==> src/verilog/scp_pkg.sv <==
// Package for the switch control serial port: frame layout, addresses and timing
package scp_pkg;

	// Frame geometry
	localparam int FRAME_BITS   = 16;
	localparam int ADDR_LSB     = 9;
	localparam int ADDR_W       = 4;
	localparam int WD_BIT       = 15;
	localparam int NUM_SI_REGS  = 16;
	localparam int NUM_SO_REGS  = 13;
	localparam int NUM_CH       = 2;

	// Read-back selection: this address echoes the previous input frame
	localparam logic [3:0] ADDR_ECHO     = 4'hf;
	localparam logic [3:0] ADDR_STATUS   = 4'h0;
	localparam logic [3:0] ADDR_CHFAULT0 = 4'h1;
	localparam logic [3:0] ADDR_CHFAULT1 = 4'h2;
	localparam logic [3:0] ADDR_DIAG     = 4'h3;
	localparam logic [3:0] ADDR_GCR      = 4'h4;

	// Global config field positions
	localparam int SENSE_EN0_POS = 0;
	localparam int SENSE_EN1_POS = 1;

	// Reset value of every serial register
	localparam logic [15:0] REG_RESET = 16'h0000;

	// Timing at a 40 ns clock
	localparam int CLK_PERIOD_NS   = 40;
	localparam int SLEEP_DELAY_US  = 200;
	localparam int SLEEP_DELAY_CYC = SLEEP_DELAY_US * 1000 / CLK_PERIOD_NS;
	localparam int WDOG_TO_MS      = 32;
	localparam int WDOG_TO_CYC     = WDOG_TO_MS * 1000000 / CLK_PERIOD_NS;
	localparam int CLKMON_US       = 100;
	localparam int CLKMON_CYC      = CLKMON_US * 1000 / CLK_PERIOD_NS;

	// Fault bit positions in the fault vector
	typedef struct packed {
		logic overcurrent;
		logic overtemp;
		logic short_supply;
		logic severe_short;
		logic open_load_while_on;
		logic open_load_while_off;
		logic clock_fail;
		logic overvoltage;
		logic undervoltage;
	} scp_fault_s;

	// Serial pin group after synchronisation
	typedef struct packed {
		logic chip_select_n;
		logic sclk;
		logic sdi;
	} scp_spi_s;

endpackage

==> src/verilog/scp_switch_port.sv <==
// Serial control port, wake, watchdog and flag logic of a two-channel switch
`timescale 1ns/1ps
module scp_switch_port
	import scp_pkg::*;
#(
	parameter int SLEEP_CYC = SLEEP_DELAY_CYC,
	parameter int WDOG_CYC  = WDOG_TO_CYC
) (
	// Clock and reset
	input  wire logic                ref_clk,
	input  wire logic                reset,
	// Serial pins, asynchronous
	input  wire logic                chip_select_n,
	input  wire logic                sclk,
	input  wire logic                sdi,
	output logic                     sdo_o,
	output logic                     sdo_oe,
	// Wake and direct control pins, asynchronous
	input  wire logic                reset_wake_n,
	input  wire logic [NUM_CH-1:0]   direct_in,
	input  wire logic [NUM_CH-1:0]   load_type_select,
	input  wire logic                pwm_clk_in,
	// Analog side status, same clock
	input  wire scp_fault_s          fault_in,
	input  wire logic                vdd_present,
	input  wire logic                oc_window,
	input  wire logic [NUM_CH-1:0]   sense_valid,
	// Open-drain flags: output enable high pulls the pin low
	output logic                     fault_flag_n_oe,
	output logic                     failsafe_flag_n_oe,
	output logic                     sync_n_oe,
	output logic                     sense_output_oe,
	// Channel control and state
	output logic [NUM_CH-1:0]        channel_on,
	output logic [NUM_CH-1:0]        motor_profile,
	output logic                     awake,
	output logic                     failsafe
);

	////////////////////////////////////////////////////////////////////////
	// Two-flop synchronisers for every pin input
	localparam int SW = 3 + 1 + 2 * NUM_CH + 1;
	logic [SW-1:0] meta_ff;
	logic [SW-1:0] sync_ff;
	logic [SW-1:0] prev_ff;

	// Pins gathered, passed through two stages, then one more for edge finding
	always_ff @(posedge ref_clk) begin
		meta_ff <= {chip_select_n, sclk, sdi, reset_wake_n, direct_in, load_type_select,
			pwm_clk_in};
		sync_ff <= meta_ff;
		prev_ff <= sync_ff;
	end

	scp_spi_s           spi;
	scp_spi_s           spi_prev;
	logic               rstw_n;
	logic               rstw_prev;
	logic [NUM_CH-1:0]  din;
	logic [NUM_CH-1:0]  din_prev;
	logic [NUM_CH-1:0]  ltype;
	logic               pclk;
	logic               pclk_prev;
	assign {spi, rstw_n, din, ltype, pclk}  = sync_ff;
	assign {spi_prev, rstw_prev, din_prev}  = prev_ff[SW-1:NUM_CH+1];   // Load type needs no edge
	assign pclk_prev                        = prev_ff[0];
	logic sel;
	logic cs_fall;
	logic cs_rise;
	logic sck_fall;
	logic sck_rise;
	assign sel      = !spi.chip_select_n;
	assign cs_fall  = spi_prev.chip_select_n && !spi.chip_select_n;
	assign cs_rise  = !spi_prev.chip_select_n && spi.chip_select_n;
	assign sck_fall = sel && spi_prev.sclk && !spi.sclk;
	assign sck_rise = sel && !spi_prev.sclk && spi.sclk;

	////////////////////////////////////////////////////////////////////////
	// Serial shifter
	logic [FRAME_BITS-1:0] in_shift_ff;
	logic [FRAME_BITS-1:0] out_shift_ff;
	logic [FRAME_BITS-1:0] prev_frame_ff;
	logic [4:0]            bit_cnt_ff;
	logic [15:0]           si_regs_ff [NUM_SI_REGS];
	logic [15:0]           so_word;
	logic [3:0]            rd_addr;
	logic                  frame_ok;

	// Readout address is the address of the frame just latched
	assign rd_addr  = prev_frame_ff[ADDR_LSB +: ADDR_W];
	assign frame_ok = (bit_cnt_ff == 5'(FRAME_BITS));

	// Input shift on falling clock, counting bits; MSB arrives first
	always_ff @(posedge ref_clk) begin
		if (reset || cs_fall) begin
			bit_cnt_ff <= '0;
		end else if (sck_fall) begin
			in_shift_ff <= {in_shift_ff[FRAME_BITS-2:0], spi.sdi};
			if (bit_cnt_ff != 5'h1f) begin
				bit_cnt_ff <= bit_cnt_ff + 5'h01;
			end
		end
	end

	// Output shift: load on select fall, advance on rising clock
	always_ff @(posedge ref_clk) begin
		if (reset) begin
			out_shift_ff <= REG_RESET;
		end else if (cs_fall) begin
			out_shift_ff <= so_word;
		end else if (sck_rise) begin
			out_shift_ff <= {out_shift_ff[FRAME_BITS-2:0], 1'b0};
		end
	end

	// Driver enabled only while selected; sense of MSB stands first
	always_ff @(posedge ref_clk) begin
		if (reset) begin
			sdo_oe <= 1'b0;
			sdo_o  <= 1'b0;
		end else begin
			sdo_oe <= sel && vdd_present;
			sdo_o  <= out_shift_ff[FRAME_BITS-1];
		end
	end

	////////////////////////////////////////////////////////////////////////
	// Input register file; a short frame is dropped rather than half-applied
	logic latch_en;
	assign latch_en = cs_rise && frame_ok;

	always_ff @(posedge ref_clk) begin
		if (reset || !rstw_n) begin
			for (int i = 0; i < NUM_SI_REGS; i++) begin
				si_regs_ff[i] <= REG_RESET;
			end
			prev_frame_ff <= REG_RESET;
		end else if (latch_en) begin
			si_regs_ff[in_shift_ff[ADDR_LSB +: ADDR_W]] <= in_shift_ff;
			prev_frame_ff <= in_shift_ff;
		end
	end

	////////////////////////////////////////////////////////////////////////
	// Sticky fault bits; set beats the read-clear of the same cycle
	scp_fault_s fault_ff;
	logic       rd_clear;
	logic       clk_fail;

	assign rd_clear = cs_fall && ((rd_addr == ADDR_STATUS) || (rd_addr == ADDR_CHFAULT0)
		|| (rd_addr == ADDR_CHFAULT1) || (rd_addr == ADDR_DIAG));

	always_ff @(posedge ref_clk) begin
		if (reset || !rstw_n) begin
			fault_ff <= '0;
		end else begin
			fault_ff <= (rd_clear ? '0 : fault_ff) | fault_in
				| scp_fault_s'({6'h00, clk_fail, 2'h0});
		end
	end

	// Readout mux: fault words, config, or the previous frame for chaining
	always_comb begin
		case (rd_addr)
			ADDR_STATUS:   so_word = {7'h00, fault_ff};
			ADDR_CHFAULT0: so_word = {10'h000, fault_ff[8:3]};
			ADDR_CHFAULT1: so_word = {10'h000, fault_ff[8:3]};
			ADDR_DIAG:     so_word = {13'h0000, fault_ff[2:0]};
			ADDR_ECHO:     so_word = prev_frame_ff;
			default:       so_word = si_regs_ff[rd_addr];
		endcase
	end

	////////////////////////////////////////////////////////////////////////
	// Wake, sleep and watchdog
	typedef enum logic [1:0] {ST_SLEEP, ST_NORMAL, ST_FAILSAFE} scp_mode_e;
	scp_mode_e mode_ff;
	logic [31:0] sleep_cnt_ff;
	logic [31:0] wdog_cnt_ff;
	logic        wd_last_ff;
	logic        wd_armed_ff;
	logic        wake_rst;
	logic        wake_din;

	assign wake_rst = rstw_n && !rstw_prev;
	assign wake_din = |(din & ~din_prev);

	// Sleep countdown restarts on every direct input activity
	always_ff @(posedge ref_clk) begin
		if (reset || rstw_n || (|din)) begin
			sleep_cnt_ff <= '0;
		end else if (sleep_cnt_ff < 32'(SLEEP_CYC)) begin
			sleep_cnt_ff <= sleep_cnt_ff + 32'h1;
		end
	end

	// Watchdog: each good frame must flip the first bit within the timeout
	always_ff @(posedge ref_clk) begin
		if (reset || wake_rst || !rstw_n) begin
			wdog_cnt_ff <= '0;
			wd_armed_ff <= 1'b0;
			wd_last_ff  <= 1'b0;
		end else if (latch_en && (!wd_armed_ff || in_shift_ff[WD_BIT] != wd_last_ff)) begin
			wdog_cnt_ff <= '0;
			wd_armed_ff <= 1'b1;
			wd_last_ff  <= in_shift_ff[WD_BIT];
		end else if (wdog_cnt_ff < 32'(WDOG_CYC)) begin
			wdog_cnt_ff <= wdog_cnt_ff + 32'h1;
		end
	end

	// Mode sequencing
	always_ff @(posedge ref_clk) begin
		if (reset) begin
			mode_ff <= ST_SLEEP;
		end else begin
			case (mode_ff)
				ST_SLEEP: begin
					if (wake_rst || wake_din) begin
						mode_ff <= ST_NORMAL;
					end
				end
				ST_NORMAL: begin
					if (rstw_n && (wdog_cnt_ff >= 32'(WDOG_CYC) || !vdd_present)) begin
						mode_ff <= ST_FAILSAFE;
					end else if (sleep_cnt_ff >= 32'(SLEEP_CYC)) begin
						mode_ff <= ST_SLEEP;
					end
				end
				ST_FAILSAFE: begin
					if (wake_rst) begin
						mode_ff <= ST_NORMAL;
					end else if (!rstw_n && sleep_cnt_ff >= 32'(SLEEP_CYC)) begin
						mode_ff <= ST_SLEEP;
					end
				end
				default: mode_ff <= ST_SLEEP;
			endcase
		end
	end

	////////////////////////////////////////////////////////////////////////
	// PWM clock monitor: no edge for the monitor window is a failure
	logic [15:0] clkmon_ff;
	assign clk_fail = (clkmon_ff >= 16'(CLKMON_CYC));

	always_ff @(posedge ref_clk) begin
		if (reset || (pclk != pclk_prev) || mode_ff == ST_SLEEP) begin
			clkmon_ff <= '0;
		end else if (!clk_fail) begin
			clkmon_ff <= clkmon_ff + 16'h1;
		end
	end

	////////////////////////////////////////////////////////////////////////
	// Channel, flag and sense outputs
	logic [1:0] sense_en;
	assign sense_en = {si_regs_ff[ADDR_GCR][SENSE_EN1_POS], si_regs_ff[ADDR_GCR][SENSE_EN0_POS]};

	always_ff @(posedge ref_clk) begin
		if (reset) begin
			channel_on         <= '0;
			motor_profile      <= '1;
			awake              <= 1'b0;
			failsafe           <= 1'b0;
			fault_flag_n_oe    <= 1'b0;
			failsafe_flag_n_oe <= 1'b0;
			sense_output_oe    <= 1'b0;
			sync_n_oe          <= 1'b0;
		end else begin
			channel_on         <= (mode_ff == ST_SLEEP) ? '0 : din;
			motor_profile      <= ltype;
			awake              <= (mode_ff != ST_SLEEP);
			failsafe           <= (mode_ff == ST_FAILSAFE);
			fault_flag_n_oe    <= (|fault_ff);
			failsafe_flag_n_oe <= (mode_ff == ST_FAILSAFE);
			sense_output_oe    <= (sense_en != 2'h0) && !oc_window
				&& mode_ff == ST_NORMAL && vdd_present;
			// Release at any turn-off, pull low once sense is valid
			sync_n_oe          <= |(channel_on & ~din) ? 1'b0
				: (|(sense_valid & din) ? 1'b1 : sync_n_oe);
		end
	end
endmodule

==> config.mk <==
export PLATFORM = sky130hd
export DESIGN_NAME = scp_switch_port
export DESIGN_NICKNAME = d
export VERILOG_FILES = /design/src/verilog/scp_pkg.sv /design/src/verilog/scp_switch_port.sv
export SDC_FILE = /design/constraint.sdc
export NUM_CORES = 1
export LEC_CHECK = 0
export BUFFER_PORTS_ARGS = -buffer_cell sky130_fd_sc_hd__buf_2
export CORE_MARGIN = 1
export CORE_UTILIZATION = 40
export DETAILED_ROUTE_END_ITERATION = 12
export PLACE_DENSITY = 0.55
export SYNTH_ARGS = -nofsm -noshare
export SYNTH_HDL_FRONTEND = slang
export SYNTH_SLANG_ARGS = --single-unit
==> constraint.sdc <==
create_clock -name ref_clk -period 3.3 [get_ports ref_clk]
set_input_delay 0 -clock ref_clk [delete_from_list [all_inputs] [get_ports ref_clk]]
set_output_delay 0 -clock ref_clk [all_outputs]
set_load 0.1 [all_outputs]
==> out/metrics.cfg <==
[timing]
finalSetupTns_ps = 0
relSlewSlack = 0.352
clock.fmax_mhz = 349
final_max_slew_viol_count = 0
final_hold_viol_count = 0
min_period_over_period = 0.867
finalWorstPathRequiredPeriod_ps = 2860
final_setup_violating_endpoints = 0
skew_ps = 29.0
least_setup_slack_across_all_paths_after_layout_ps = 438
timing_worst_slew_pin_value_ps = 969
setup_repair_after_global_routing_missed_its_margin = false

[place]
placedCellCount = 2045
dp_hpwl_um = 29600
place_ws_ps = 471
gp_congestion = 0.832
port_buffers = 35

[critical_path]
cp_data_required_time_ps = 3550
crit_path_start_kind = flop
r2r-end = si_regs_ff[0][9]
critical_path_class = reg -> reg
rr_startpoint = bit_cnt_ff[0]
timing.critical_path.fanout_max = 16
logic_depth_of_the_worst_register_to_register_path = 8
crit_arrival_ps = 3110
cp-end-kind = flop
rrSetupSlack_ps = 440

[grt]
grt_antenna_before_repair = 0
groute.usage.overall = 0.190
wire_length_of_the_first_global_routing_pass_um = 67300
grt_start_max_net_pins = 45
grt_overflow_total = 0
grt_pass1_vias = 11100

[floorplanning]
top_level_ports = 36
die_width_um = 217
initial_utilization = 0.407
area_of_the_die_mm2 = 0.0471
die_h_um = 217
core_area_mm2 = 0.0455
rows = 78

[power]
powerDensity_mw_per_mm2 = 555
vdd.ir_drop.worst_uv = 467
p_leak_nw = 7.61

[yosys]
post_synth_inst_count = 1415
synth.lib_cells_used.distinct = 68
yosys.area_share.simple = 0.167
synth-adder-area-share = 0.00609
synth_seq_area_share = 0.625
async_flop_share = 0
synthXorXnorAreaFrac = 0.00995
post_synth_instance_area_mm2 = 0.0185
synth_compound_gate_area_share = 0.0645
ys.warnings.count = 0
synth.ff_latch_count = 441
synth_edf_count = 272
synth_area_per_cell_um2 = 13.1
synth_top_family_by_area = simple AND/OR/NAND/NOR gates
synthMuxAreaShare = 0.101
synth_flop_cell = edfxtp_1

[clock_tree]
tritoncts = built
worstSkewPairLatency_ps = 580
cts_htree_levels = 2
cts_repair_resize_count = 0
cts.hold.buffers_added = 24
numClockSinks = 441
cts_root_buffer = clkbuf_16
clock_path_buffers = 3
postCtsSetupRepairBufs = 0
clock_buffer_count_from_cts = 46
clk_pin_slew_ps = 60

[routing]
dr.pass1.iters = 5
post_drt_wl_per_cell_um = 20.4
detail_route.vias_per_cell = 5.20
postRouteAntennaNets = 0
remaining_drc_errors = 0
detail_route.iter0.violations = 877
routed-via-count = 11200
total_routed_length_um = 43900

[worst_hold_path]
worst_hold_startpoint = direct_in[1]
worstHoldPathType = in -> reg
whs_path_depth = 2
min_delay_worst_endpoint = meta_ff[4]

[final_layout]
finalNetCount = 1550
area_delta_synth_final_pct = 15.1
final_cell_count_no_fill = 2152
drive_gt1_frac = 0.169
antennaDiodeCount = 0
layout.filler_cells = 4118
fin_util = 0.468

[run]
max_cap_viol_count = 0

[run_status]
status = finished clean

[cells in the final DEF, fill, tap and decap left out, types with 7 or more instances in the layout]
cell,count
edfxtp_1,272
and2_1,226
dfxtp_1,167
nor2_1,88
nand2_1,74
mux4_2,68
a21oi_1,59
buf_4,55
clkbuf_16,48
buf_2,35
conb_1,32
mux2i_1,29
nor3_1,26
o21ai_0,25
dlygate4sd3_1,24
inv_1,19
xnor2_1,18
or3_1,17
nor4_1,17
nand3_1,17
nand4_1,15
nand2b_1,15
o21ai_1,13
a221oi_1,13
clkbuf_1,12
and3_1,11
or4_1,9
ha_1,9
clkinv_1,8
nor2b_1,7
a2111oi_2,7
[how the worst max path moves through the flow]
| stage | startpoint | end | slack (ps) | depth (start not counted) |
|---|---|---|---|---|
| 5_1_grt | bit_cnt_ff[0] | si_regs_ff[0][2] | 260 | 8 |
| 2_1_floorplan | bit_cnt_ff[0] | si_regs_ff[10][0] | -30 | 8 |
| 6_report | bit_cnt_ff[0] | si_regs_ff[0][9] | 440 | 8 |
| 3_5_place_dp | bit_cnt_ff[0] | si_regs_ff[0][9] | 470 | 8 |
| 3_3_place_gp | bit_cnt_ff[0] | si_regs_ff[0][11] | 520 | 8 |
| 4_1_cts | bit_cnt_ff[0] | si_regs_ff[0][9] | 460 | 8 |
[routing by layer]
| layer | routed length [um] | vias up | track usage | share of wire |
|---|---|---|---|---|
| met1 | 20400 | 5540 | 0.264 | 0.47 |
| li1 | - | 5381 | - | - |
| met5 | 0 | - | 0 | 0 |
| met4 | 1430 | 0 | 0.0746 | 0.032 |
| met3 | 1860 | 65 | 0.0328 | 0.042 |
| met2 | 20200 | 214 | 0.295 | 0.46 |
[per-stage QoR]
| stage | area (um2) | power, W | hold slack (ps) |
|---|---|---|---|
| finish | 21300 | 0.0118 | 59.6 |
| global route | 21300 | 0.0122 | 59.9 |
| CTS | 21300 | 0.0119 | 29.6 |
| detailed placement | 19600 | 0.00683 | 105 |
| global placement | 19600 | 0.00682 | 104 |
| floorplan | 18600 | 0.00661 | 27.7 |
[cell families (layout without fill, tap and decap cells)]
group | count (synthesis) | count (layout)
and+or+nand+nor | 554 | 554
DFF | 441 | 441
AOI/OAI and AO/OA | 176 | 176
buffers and inverters | 112 | 218
muxes | 101 | 101
xor gates and xnor gates | 21 | 21
adders and majority gates | 9 | 9
other | 1 | 32
[layout make-up]
class	instances	area, um2	area share
Clock buffer	64	1290	0.0608
Clock inverter	19	166	0.00782
Inverter	19	71.3	0.00335
Multi-Input combinational cell	893	6580	0.309
Sequential cell	441	11600	0.543
Tap cell	600	751	0.0353
Timing Repair Buffer	116	868	0.0408
[synthesized netlist by cell type (18+ instances only)]
| master | number | area (um2) |
|---|---|---|
| mux2i_1 | 29 | 290 |
| o21ai_0 | 37 | 185 |
| clkbuf_1 | 63 | 236 |
| nor3_1 | 26 | 130 |
| xnor2_1 | 18 | 158 |
| edfxtp_1 | 272 | 8170 |
| a21oi_1 | 59 | 295 |
| dfxtp_1 | 169 | 3380 |
| and2_1 | 226 | 1410 |
| nor2_1 | 88 | 330 |
| mux4_2 | 68 | 1530 |
| nand2_1 | 74 | 278 |
| nor4_1 | 18 | 113 |
| inv_1 | 19 | 71.3 |
[where the power goes]
group          switching [W]  internal [W]  total [W]
clock network        0.00212       0.00297    0.00508
registers           0.000110       0.00606    0.00617
logic               0.000365      0.000192   0.000557
total                0.00259       0.00922     0.0118
[worst max-delay path, cell delays in order (launching register included)]
cell and delay [ps]:
dfxtp_1 350, inv_1 70, ha_1 140, nand4bb_1 170
or3_1 410, or4_1 650, nor3_4 380, nand2b_1 160
buf_4 220
[flip-flops by register name, summed over array words and instances (netlist names), 2 cells and up, named ones only]
signal and count:
clkmon_ff 16, prev_frame_ff 16, mode_ff 2, bit_cnt_ff 5, fault_ff 9, in_shift_ff 16
wdog_cnt_ff 32, sync_ff 9, sleep_cnt_ff 32, motor_profile 2, prev_ff 6, si_regs_ff 256
channel_on 2, meta_ff 9, out_shift_ff 16
(Power assumes the default switching activity.)
